**src/run_mode_consts.svh**
```systemverilog
// constants for the run command mode block: codes, field widths, reset values, timing
// assumes a 25 MHz clock; frequencies are in units of 0.01 Hz
`ifndef RUN_MODE_CONSTS_SVH
`define RUN_MODE_CONSTS_SVH
`define ESC_FN_JOG 8'h01
`define SRC_KEYPAD 8'h00
`define SRC_TERMINAL 8'h01
`define FN_UP 8'h11
`define FN_DOWN 8'h12
`define FN_UD_CLEAR 8'h14
`define FN_THREE_WIRE 8'h0E
`define JOG_FREQ_MIN 16'h0032
`define JOG_FREQ_DEFAULT 16'h03E8
`define FREQ_W 16
`define TERM_N 7
`define CLK_MHZ 25
`define MIN_INPUT_US 1000
`define MIN_INPUT_CYC ((`MIN_INPUT_US) * (`CLK_MHZ))
`endif

```
**src/run_mode_pkg.sv**
```systemverilog
// types shared by the run command mode block
// assumes run_mode_consts.svh is on the include path
package run_mode_pkg;
`include "run_mode_consts.svh"
   typedef logic [`FREQ_W-1:0] freq_t;
   typedef logic [7:0] code_t;
   typedef enum logic [1:0] {
      MODE_IDLE = 2'b00,
      MODE_JOG = 2'b01,
      MODE_UPDOWN = 2'b10,
      MODE_THREE = 2'b11
   } mode_t;
   typedef enum logic [1:0] {
      RAMP_HOLD = 2'b00,
      RAMP_UP = 2'b01,
      RAMP_DOWN = 2'b10
   } ramp_t;
endpackage

```
**src/ramp_step.sv**
```systemverilog
// one-step frequency ramp toward a target, clamped to zero and a maximum
// assumes step_en is a one-cycle enable pulse from the caller's rate divider
`timescale 1ns/1ns
`include "run_mode_consts.svh"
module ramp_step (
   input wire logic clk,
   input wire logic rst,
   input wire logic step_en,
   input wire logic load,
   input wire run_mode_pkg::freq_t load_val,
   input wire run_mode_pkg::ramp_t dir,
   input wire run_mode_pkg::freq_t step,
   input wire run_mode_pkg::freq_t max_freq,
   output run_mode_pkg::freq_t freq_q
);
   import run_mode_pkg::*;
   typedef struct packed {
      freq_t f;
   } st_t;
   st_t s_q;
   st_t s_d;
   logic [`FREQ_W:0] sum;
   always_comb begin
      s_d = s_q;
      sum = {1'b0, s_q.f} + {1'b0, step};
      if (load) begin
         s_d.f = (load_val > max_freq) ? max_freq : load_val;
      end else if (step_en) begin
         case (dir)
            RAMP_UP: begin
               s_d.f = (sum > {1'b0, max_freq}) ? max_freq : sum[`FREQ_W-1:0];
            end
            RAMP_DOWN: begin
               s_d.f = (s_q.f < step) ? '0 : s_q.f - step;
            end
            default: begin
               s_d.f = s_q.f;
            end
         endcase
      end
   end
   always_ff @(posedge clk or posedge rst) begin
      if (rst) begin
         s_q <= '0;
      end else begin
         s_q <= s_d;
      end
   end
   assign freq_q = s_q.f;
   clamp_max_a: assert property (@(posedge clk) disable iff (rst)
      freq_q <= max_freq || $past(max_freq) != max_freq) else $error("ramp above max");
endmodule

```
**src/run_command_modes.sv**
```systemverilog
// command mode logic: keypad jog, terminal up-down with saved frequency, three-wire latch
// assumes all inputs synchronous to clk; accel/decel times given as steps per tick
`timescale 1ns/1ns
`include "run_mode_consts.svh"
// Functional notes
// - keypad jog allowed only with escape function jog and keypad source
// - escape press arms jog and flashes the set lamp
// - run key while armed starts a ramp toward the jog frequency
// - releasing the run key ends jog
// - jog ramps use jog accel and jog decel times
// - terminal code up raises, code down lowers frequency
// - with run active, raise on accelerates; off holds speed
// - lower on decelerates; off holds speed
// - raise and lower together hold constant speed
// - save setting one stores frequency on run off, trip, power loss
// - restart at stored frequency on run, power return, trip recovery
// - clear terminal at constant speed erases stored frequency and state
// - terminal source with three-wire terminal latches momentary run inputs
// - forward and reverse together stop three-wire operation
// - jog frequency clamped from 0.50 Hz to max, default 10.00 Hz
module run_command_modes (
   input wire logic clk,
   input wire logic rst,
   input wire logic tick,
   input wire run_mode_pkg::code_t escape_key_function_select,
   input wire run_mode_pkg::code_t run_command_source,
   input wire run_mode_pkg::code_t terminal_function_select [`TERM_N],
   input wire logic [`TERM_N-1:0] terminal_in,
   input wire logic esc_key,
   input wire logic run_key,
   input wire logic forward_run_command,
   input wire logic reverse_run_command,
   input wire logic freq_save_enable,
   input wire logic fault_trip,
   input wire logic power_loss,
   input wire run_mode_pkg::freq_t jog_freq_set,
   input wire run_mode_pkg::freq_t jog_accel_time,
   input wire run_mode_pkg::freq_t jog_decel_time,
   input wire run_mode_pkg::freq_t ud_accel_time,
   input wire run_mode_pkg::freq_t ud_decel_time,
   input wire run_mode_pkg::freq_t max_freq,
   output run_mode_pkg::freq_t out_freq,
   output logic running,
   output logic forward_dir,
   output logic set_lamp,
   output run_mode_pkg::mode_t mode,
   output run_mode_pkg::freq_t saved_freq
);
   import run_mode_pkg::*;
   // ************************************
   // helpers
   // ************************************
   function automatic logic term_any(input code_t fn, input code_t sel [`TERM_N],
                                     input logic [`TERM_N-1:0] pins);
      logic r;
      r = 1'b0;
      for (int i = 0; i < `TERM_N; i++) begin
         if (sel[i] == fn && pins[i]) begin
            r = 1'b1;
         end
      end
      return r;
   endfunction
   function automatic logic term_cfg(input code_t fn, input code_t sel [`TERM_N]);
      logic r;
      r = 1'b0;
      for (int i = 0; i < `TERM_N; i++) begin
         if (sel[i] == fn) begin
            r = 1'b1;
         end
      end
      return r;
   endfunction
   // ************************************
   // state
   // ************************************
   typedef struct packed {
      mode_t mode;
      logic armed;
      logic lamp;
      logic esc_prev;
      logic run;
      logic fwd;
      freq_t saved;
      logic saved_ok;
      logic run_prev;
      logic [15:0] fwd_cnt;
      logic [15:0] rev_cnt;
   } st_t;
   st_t s_q;
   st_t s_d;
   logic jog_ok;
   logic up_in;
   logic dn_in;
   logic clr_in;
   logic three_ok;
   logic hold_in;
   logic cmd_run;
   logic load;
   freq_t load_val;
   ramp_t dir;
   freq_t step;
   freq_t jog_tgt;
   freq_t freq;
   always_comb begin
      jog_ok = escape_key_function_select == `ESC_FN_JOG &&
               run_command_source == `SRC_KEYPAD;
      up_in = term_any(`FN_UP, terminal_function_select, terminal_in);
      dn_in = term_any(`FN_DOWN, terminal_function_select, terminal_in);
      clr_in = term_any(`FN_UD_CLEAR, terminal_function_select, terminal_in);
      three_ok = run_command_source == `SRC_TERMINAL &&
                 term_cfg(`FN_THREE_WIRE, terminal_function_select);
      hold_in = term_any(`FN_THREE_WIRE, terminal_function_select, terminal_in);
      if (jog_freq_set < `JOG_FREQ_MIN) begin
         jog_tgt = `JOG_FREQ_MIN;
      end else if (jog_freq_set > max_freq) begin
         jog_tgt = max_freq;
      end else begin
         jog_tgt = jog_freq_set;
      end
   end
   always_comb begin
      s_d = s_q;
      s_d.esc_prev = esc_key;
      load = 1'b0;
      load_val = '0;
      dir = RAMP_HOLD;
      step = '0;
      cmd_run = forward_run_command | reverse_run_command;
      // three-wire latch: a forward or reverse run press must last the minimum input time; both together stop at once
      s_d.fwd_cnt = forward_run_command ? s_q.fwd_cnt + 16'h0001 : 16'h0000;
      s_d.rev_cnt = reverse_run_command ? s_q.rev_cnt + 16'h0001 : 16'h0000;
      if (s_q.fwd_cnt == 16'hFFFF) s_d.fwd_cnt = s_q.fwd_cnt;
      if (s_q.rev_cnt == 16'hFFFF) s_d.rev_cnt = s_q.rev_cnt;
      if (three_ok) begin
         if (forward_run_command && reverse_run_command) begin
            s_d.run = 1'b0;
         end else if (!hold_in) begin
            s_d.run = 1'b0;
         end else if (s_q.fwd_cnt >= 16'(`MIN_INPUT_CYC - 1) && forward_run_command) begin
            s_d.run = 1'b1;
            s_d.fwd = 1'b1;
         end else if (s_q.rev_cnt >= 16'(`MIN_INPUT_CYC - 1) && reverse_run_command) begin
            s_d.run = 1'b1;
            s_d.fwd = 1'b0;
         end
         cmd_run = s_q.run;
      end else begin
         s_d.run = cmd_run;
         s_d.fwd = forward_run_command | !reverse_run_command;
      end
      s_d.run_prev = cmd_run & !fault_trip & !power_loss;
      // keypad jog
      if (!jog_ok) begin
         s_d.armed = 1'b0;
         s_d.lamp = 1'b0;
      end else if (esc_key && !s_q.esc_prev) begin
         s_d.armed = 1'b1;
      end
      if (s_q.armed && tick) begin
         s_d.lamp = !s_q.lamp;
      end
      if (s_q.armed && run_key) begin
         s_d.mode = MODE_JOG;
         dir = (freq < jog_tgt) ? RAMP_UP : (freq > jog_tgt) ? RAMP_DOWN : RAMP_HOLD;
         step = (dir == RAMP_UP) ? jog_accel_time : jog_decel_time;
         // snap to the target only on a tick so the last step keeps the ramp rate
         if (tick && dir == RAMP_UP && 17'(freq) + 17'(step) > 17'(jog_tgt)) begin
            load = 1'b1;
            load_val = jog_tgt;
         end else if (tick && dir == RAMP_DOWN && 17'(freq) < 17'(jog_tgt) + 17'(step)) begin
            load = 1'b1;
            load_val = jog_tgt;
         end
      end else if (s_q.mode == MODE_JOG) begin
         s_d.mode = MODE_IDLE;
         load = 1'b1;
      end else if (cmd_run && !fault_trip && !power_loss) begin
         s_d.mode = three_ok ? MODE_THREE : MODE_UPDOWN;
         if (!s_q.run_prev) begin
            load = 1'b1;
            load_val = s_q.saved_ok ? s_q.saved : '0;
         end else if (up_in && !dn_in) begin
            dir = RAMP_UP;
            step = ud_accel_time;
         end else if (dn_in && !up_in) begin
            dir = RAMP_DOWN;
            step = ud_decel_time;
         end else begin
            dir = RAMP_HOLD;
            if (clr_in) begin
               s_d.saved = '0;
               s_d.saved_ok = 1'b0;
               load = 1'b1;
            end
         end
      end else begin
         if (s_q.run_prev && freq_save_enable) begin
            s_d.saved = freq;
            s_d.saved_ok = 1'b1;
         end
         s_d.mode = MODE_IDLE;
         load = 1'b1;
      end
   end
   ramp_step u_ramp (
      .clk(clk),
      .rst(rst),
      .step_en(tick),
      .load(load),
      .load_val(load_val),
      .dir(dir),
      .step(step),
      .max_freq(max_freq),
      .freq_q(freq)
   );
   always_ff @(posedge clk or posedge rst) begin
      if (rst) begin
         s_q <= '0;
      end else begin
         s_q <= s_d;
      end
   end
   assign out_freq = freq;
   assign running = s_q.mode != MODE_IDLE;
   assign forward_dir = s_q.fwd;
   assign set_lamp = s_q.lamp;
   assign mode = s_q.mode;
   assign saved_freq = s_q.saved;
   jog_gate_a: assert property (@(posedge clk) disable iff (rst)
      !jog_ok |=> !s_q.armed) else $error("jog armed while disabled");
   jog_stop_a: assert property (@(posedge clk) disable iff (rst)
      s_q.mode == MODE_JOG && !run_key |=> s_q.mode == MODE_IDLE) else $error("jog kept");
   both_hold_a: assert property (@(posedge clk) disable iff (rst)
      s_q.mode == MODE_UPDOWN && s_q.run_prev && cmd_run && up_in && dn_in && !clr_in
      && !(s_q.armed && run_key) && !fault_trip && !power_loss
      |=> $stable(freq)) else $error("ramp with both inputs");
   three_stop_a: assert property (@(posedge clk) disable iff (rst)
      three_ok && forward_run_command && reverse_run_command |=> !s_q.run)
      else $error("three-wire not stopped");
   hold_drop_a: assert property (@(posedge clk) disable iff (rst)
      three_ok && !hold_in |=> !s_q.run) else $error("latch kept");
   clr_erase_a: assert property (@(posedge clk) disable iff (rst)
      s_q.mode == MODE_UPDOWN && s_q.run_prev && cmd_run && clr_in && up_in == dn_in
      && !(s_q.armed && run_key) && !fault_trip && !power_loss
      |=> !s_q.saved_ok) else $error("clear missed");
   save_a: assert property (@(posedge clk) disable iff (rst)
      s_q.run_prev && freq_save_enable && !(s_q.armed && run_key) && s_q.mode != MODE_JOG
      && !(cmd_run && !fault_trip && !power_loss)
      |=> s_q.saved_ok && s_q.saved == $past(freq)) else $error("save missed");
   jog_range_a: assert property (@(posedge clk) disable iff (rst)
      jog_tgt >= `JOG_FREQ_MIN || max_freq < `JOG_FREQ_MIN)
      else $error("jog target low");
endmodule

```
**config.mk**
```make
export PLATFORM = sky130hd
export DESIGN_NAME = run_command_modes
export DESIGN_NICKNAME = d
export VERILOG_FILES = /design/src/run_mode_pkg.sv /design/src/ramp_step.sv /design/src/run_command_modes.sv
export VERILOG_INCLUDE_DIRS = /design/src /design/src/src
export SDC_FILE = /design/constraint.sdc
export NUM_CORES = 1
export LEC_CHECK = 0
export BUFFER_PORTS_ARGS = -buffer_cell sky130_fd_sc_hd__buf_2
export CAP_MARGIN = 25
export CELL_PAD_IN_SITES_DETAIL_PLACEMENT = 0
export CELL_PAD_IN_SITES_GLOBAL_PLACEMENT = 1
export CORE_ASPECT_RATIO = 0.6
export CORE_UTILIZATION = 45
export CTS_BUF_LIST = sky130_fd_sc_hd__clkbuf_4 sky130_fd_sc_hd__clkbuf_8 sky130_fd_sc_hd__clkbuf_16
export CTS_CLUSTER_DIAMETER = 50
export CTS_CLUSTER_SIZE = 30
export DETAILED_ROUTE_END_ITERATION = 12
export PLACE_DENSITY = 0.95
export SLEW_MARGIN = 10
export SYNTH_ARGS = -nofsm -noshare
export SYNTH_HDL_FRONTEND = slang
export SYNTH_SLANG_ARGS = --single-unit
export TNS_END_PERCENT = 1
```
**constraint.sdc**
```tcl
create_clock -name clk -period 13.4 [get_ports clk]
set_input_delay 2.68 -clock clk [delete_from_list [all_inputs] [get_ports clk]]
set_output_delay 2.68 -clock clk [all_outputs]
set_load 0.01 [all_outputs]
```
* Word level (Yosys, flattened, before mapping)
Index checks and enable logic that the tools add are counted.
Storage, ports and cells: input bits 185, word-level logic and storage cells 240, output and inout bits 37, flip-flop bits (word level) 73
Operators by class: order comparisons 11, add/subtract/negate cells 6, equality and inequality tests 47, bitwise logic cells 6, reductions and logical operators 60, multiplexer cells 98
Operators with widths (count):
- 16-bit two-way mux | 23
- 8-bit by 5-bit == test with 1-bit output, second input constant | 21
- 17-bit two-way mux | 6
- 8-bit by 4-bit == test with 1-bit output, second input constant | 7
- 1-bit two-way mux | 54
- 16-bit by 16-bit adder with 17-bit output | 3
- 16-bit > comparator | 3
- 1-bit logical AND | 45
- 17-bit by 16-bit > comparator with 1-bit output | 2
- 16-bit by 1-bit adder with 16-bit output, second input constant | 2
- 16-bit == test, second input constant | 2
- 16-bit by 15-bit >= comparator with 1-bit output, second input constant | 2
- 16-bit less-than comparator | 2
- 16-bit case mux with 2 select lines | 1
- 2-bit two-way mux | 14
- 16-bit by 17-bit less-than comparator with 1-bit output | 1
- 8-bit by 1-bit == test with 1-bit output, second input constant | 2
- 16-bit by 6-bit less-than comparator with 1-bit output, second input constant | 1
- 16-bit subtractor | 1
- 2-bit inequality test, second input constant | 5
- 8-bit logical NOT | 1
- 1-bit logical NOT | 7
- 7-bit AND reduction | 1
- 2-bit by 1-bit == test with 1-bit output, second input constant | 3
- other kinds (11) | 19

* Longest topological paths before layout
depth in word-level cells 23, depth in mapped cells 53, gate-level depth less buffers 50

* Modules after synthesis
From an unflattened synthesis, not the netlist that was laid out.
Second synthesis, totals: cell total of the unflattened synthesis 1347, area total of the unflattened synthesis 10895.4 um^2
By module, submodules not included:
- run_command_modes | seq. area each 1426.4 um^2, cells each 887, area an instance 7284.5 um^2, times used 1
- ramp_step | seq. area each 400.4 um^2, cells each 460, area an instance 3611.0 um^2, times used 1

* Least setup slack after synthesis
Ideal clock, no wire load.
path kind input to register, start point input max_freq[15], end point register u_ramp.s_q (netlist bit u_ramp.freq_q[11]), data arrival time 12.473 ns, data required time 13.263 ns, path buffers 4, stages 52, library setup time 0.137 ns, slack 0.790 ns, cell sequence inv_1 > ha_1 > nand4_1 > a2111o_1 > a31oi_4 > clkbuf_1 > mux2i_1 > nor2_1 > inv_1 > ha_1 > a21oi_1 > o21ai_1 > a221oi_2 > nand3_2 > clkbuf_1 > nand2_1 > nand2_1 > ha_1 > (+16 left out) > a211oi_1 > o211ai_1 > nand2_1 > nand2_1 > clkbuf_1 > o21ai_0 > ha_1 > o21a_1 > o21a_1 > o21a_1 > o21a_1 > o21a_1 > o21a_1 > o21ai_0 > a22oi_1 > clkbuf_1 > a221oi_1 > o22ai_2
Between the ends: word-level cells in the longest chain between the ends 17, elaborated cells on any way between the ends 42, classes of those cells add/sub: 4; order compare: 8; eq/ne: 4; mux: 19; reduce/logical: 7
RTL lines:
- from (decl) | RTL line run_command_modes.sv:41 | input wire run_mode_pkg::freq_t max_freq,
- 16-bit > comparator | RTL line run_command_modes.sv:116 | end else if (jog_freq_set > max_freq) begin
- 16-bit two-way mux | RTL line run_command_modes.sv:116
- 16-bit two-way mux | RTL line run_command_modes.sv:114 | if (jog_freq_set < `JOG_FREQ_MIN) begin
- 16-bit > comparator | RTL line run_command_modes.sv:165 | dir = (freq < jog_tgt) ? RAMP_UP : (freq > jog_tgt) ? RAMP_DOWN : RAMP_HOLD;
- 2-bit two-way mux (2 in series) | RTL line run_command_modes.sv:165
- 2-bit by 1-bit == test with 1-bit output | RTL line run_command_modes.sv:166, run_command_modes.sv:168
- 16-bit two-way mux | RTL line run_command_modes.sv:166 | step = (dir == RAMP_UP) ? jog_accel_time : jog_decel_time;
- 16-bit by 16-bit adder with 17-bit output | RTL line run_command_modes.sv:171 | end else if (tick && dir == RAMP_DOWN && 17'(freq) < 17'(jog_tgt) + 17'(step)) begin
- 16-bit by 17-bit less-than comparator with 1-bit output | RTL line run_command_modes.sv:171
- 1-bit logical AND | RTL line run_command_modes.sv:171
- 16-bit two-way mux | RTL line run_command_modes.sv:171
- 16-bit two-way mux | RTL line run_command_modes.sv:168 | if (tick && dir == RAMP_UP && 17'(freq) + 17'(step) > 17'(jog_tgt)) begin
- 16-bit two-way mux | RTL line run_command_modes.sv:163 | if (s_q.armed && run_key) begin
- 16-bit > comparator | RTL line ramp_step.sv:27 | s_d.f = (load_val > max_freq) ? max_freq : load_val;
- 16-bit two-way mux | RTL line ramp_step.sv:27
- 16-bit two-way mux | RTL line ramp_step.sv:26 | if (load) begin
- to (signal assigned) | RTL line ramp_step.sv:44 | s_q <= '0;
- to (signal assigned) | RTL line ramp_step.sv:46 | s_q <= s_d;
- to (decl) | RTL line ramp_step.sv:20 | st_t s_q;
Several ways; a longest one is shown, not always the timed one. The select of a mux whose other input is x is not followed. A chain may end at the register's enable or synchronous reset.

* Worst setup path in the final report
start point input max_freq[15], end point register u_ramp.s_q (netlist bit u_ramp.freq_q[4])
Same word-level chain as after synthesis.

==> results_dict.tcl <==
set metrics [dict create \
    vias_per_cell 6.13 \
    groute.layer.met2.usage_pct 41.9 \
    yosysSeqAreaShare_pct 16.6 \
    place.port_buffers 221 \
    synth_top_cells_by_area "ha_1, dfrtp_1, nand2_1" \
    overflow 0 \
    place_congestion 1.04 \
    slowest_delay_ns 0.53 \
    stdcell_area_um2 12800 \
    floorplan.initialDensity_pct 46.7 \
    syn_area_per_cell_um2 7.70 \
    yosys_warnings 0 \
    vdd_ir_drop_max_uv 38.8 \
    post-layout-total-power_uw 751 \
    post-route-drc-count 0 \
    count_of_distinct_cell_types_in_the_synthesized_netlist 90 \
    drt-initial-drc-count 1619 \
    met1_usage_pct 49.7 \
    synth_enable_flop_cells 0 \
    hold_violations_final 0 \
    grt_first_pass_wirelength_um 61000 \
    syn-instance-count 1426 \
    drive_above_1_share_pct 19.6 \
    crit_fanout 16 \
    crit_path_frequent_cell "o21a_1" \
    nets 1978 \
    ctsHtreeMaxLevel 3 \
    min-delay-path-class "reg -> reg" \
    area.growth.synth_to_final_pct 16.7 \
    synth_largest_area_cell "ha_1" \
    cts_buffers 9 \
    maximum_clock_path_buffer_count 2 \
    worst-endpoint-arrival_ns 13.10 \
    cts_sinks 73 \
    worst_ep_required_time_ns 13.59 \
    worstSetupEndpointType "register" \
    grt_start_max_net_pins 74 \
    coreArea_um2 23500 \
    cts-root-buf "clkbuf_16" \
    startpoint_class_of_the_critical_path "primary input" \
    grt_busiest_layer "met1" \
    detailed_place.area_um2 12300 \
    worstMarginPinSlew_ns 0.986 \
    dp_hpwl_um 33400 \
    multi_input_gate_area_um2 8510 \
    crit_type "in -> reg" \
    number_of_antenna_violations_at_the_first_check_in_global_routing 0 \
    finalMaxSlewViolations 0 \
    io_pins 222 \
    seqCellArea_um2 1830 \
    worstSkewPairLatency_ns 0.34 \
    clk_pin_slew_worst_paths_ns 0.06 \
    firstDrtPassIters 6 \
    synthDominantCellAreaShare_pct 17.9 \
    dr_total_vias 11956 \
    tritoncts "done" \
    relSlewSlack_pct 33.7 \
    fp.dieArea_um2 25000 \
    postSynth.asyncResetShare_pct 100 \
    grt_resource_usage_total_pct 32.0 \
    finalSetupViolations 0 \
    final.period_utilization_pct 96.4 \
    synth_nets 1772 \
    antenna_left 0 \
    ys.flop_type "dfrtp_1" \
    die_width_um 204 \
    syn_area_um2 11000 \
    fillcell_total 2279 \
    skew_ns 0.0108 \
    timing.max_cap.violations 0 \
    diodes 0 \
    placementRows 43 \
    finish.utilization_pct 54.5 \
    grt_pass1_vias 10601 \
    cell_with_the_largest_stage_delay_on_the_worst_path "a2111o_1" \
    status "finished, final reports clean" \
    fmax_mhz 77.5 \
    grt_use_met3_pct 11.2 \
    wl_per_cell_um 21.0 \
    minimum_clock_period_ns 12.91 \
    die_h_um 123 \
    routed_wirelength_um 41000 \
    power_density_nw_per_um2 58.7 \
    postSynthRegisterBits 73 \
    total_leakage_power_nw 6.18 \
]
[logic make-up after synthesis]
group | Yosys count | synth area share (%)
simple gates | 516 | 22.9
compound gates | 407 | 25.6
fa+ha+maj | 163 | 18.8
buf+inv | 156 | 6.52
xor+xnor | 73 | 5.83
flops | 73 | 16.6
mux | 38 | 3.68
[registers in the layout (all words and copies together) (netlist names)]
signal and count:
s_q 37, saved_freq 16, u_ramp.freq_q 16, mode 2, forward_dir 1, set_lamp 1
[where the power goes]
group / internal (mW) / switching [mW] / total (mW)
combinational: 0.107 / 0.154 / 0.261
clock: 0.164 / 0.101 / 0.266
sequential: 0.223 / 0.00224 / 0.225
total: 0.494 / 0.257 / 0.751
[final timing paths]
path	startpoint	end	slack, ns	cells after the start
min	s_q[33]	s_q[33]	0.50	1
min in group asynchronous	rst	s_q[8]	2.31	3
max in group asynchronous	rst	s_q[22]	10.51	4
max	max_freq[15]	u_ramp.freq_q[4]	0.49	50
min reg2reg	s_q[33]	s_q[33]	0.50	1
max reg2reg	u_ramp.freq_q[7]	u_ramp.freq_q[4]	4.44	40
[cell usage after synthesis (10+ instances only)]
| cell type | number |
|---|---|
| nand4_1 | 23 |
| a21o_1 | 24 |
| inv_1 | 94 |
| o21bai_1 | 11 |
| nor3_1 | 23 |
| a221oi_1 | 18 |
| a221o_1 | 16 |
| nand3_1 | 36 |
| buf_4 | 19 |
| dfrtp_1 | 73 |
| o22ai_1 | 12 |
| ha_1 | 157 |
| a211oi_1 | 11 |
| a31oi_1 | 10 |
| nand2b_1 | 20 |
| o211ai_1 | 11 |
| nand2_1 | 190 |
| or3_1 | 11 |
| a21oi_1 | 66 |
| o21a_1 | 17 |
| o31ai_1 | 11 |
| and3_1 | 13 |
| and2_1 | 14 |
| nor2_1 | 102 |
| nor2b_1 | 22 |
| mux2i_1 | 33 |
| o221ai_1 | 10 |
| o21ai_0 | 109 |
| xor2_1 | 24 |
| nor4_1 | 22 |
| o21ai_1 | 13 |
| clkbuf_1 | 28 |
| xnor2_1 | 49 |
[routing by layer]
metal / share of wire, % / up-vias
li1: - / 5642
met1: 48 / 5586
met2: 37 / 687
met3: 14 / 41
met4: 1.1 / 0
met5: 0 / -
[worst max-delay path, delay by kind of cell]
kind / cells / cell delay, ns
compound gates: 26 / 5.72
simple gates: 11 / 1.71
fa+ha+maj: 5 / 1.66
buf+inv: 6 / 1.05
xor+xnor: 1 / 0.16
mux: 1 / 0.07
[cell usage in the layout, fill, tap and decap left out, types with 24 or more instances in the layout]
cell type and n:
nand2_1 190, inv_1 93, a21oi_1 66, xnor2_1 49, o21ai_0 109, mux2i_1 33, xor2_1 24, dfrtp_1 73
nor2_1 99, buf_2 221, nand3_1 36, buf_4 30, ha_1 157, a21o_1 24
[metrics by stage]
stage          setup TNS, ns  std cells  hold WS (ns)  setup slack [ns]
2_1_floorplan              0       1426         0.443             0.790
3_3_place_gp           -2.67       1927         0.457            -0.224
3_5_place_dp           -3.14       1929         0.463            -0.259
4_1_cts                    0       1944         0.502            0.0140
5_1_grt              -0.0267       1951         0.512           -0.0267
6_report                   0       1951         0.498             0.489
[area by class of cell]
type                       count  share of cell area (%)
multi-input combinational   1197                    66.4
timing repair buffer         255                    11.0
clock inverter                 5                   0.635
inverter                      96                    2.81
sequential                    73                    14.3
clock buffer                  10                    1.82
tap                          315                    3.08
[what timing repair did]
item | in CTS | in global routing
buffers inserted | 0 | 6
endpoints found under the setup margin | 0 | 16
resized for setup | 0 | 14
hold buffers | 0 | 0
Power figures use the tool's default switching activity.
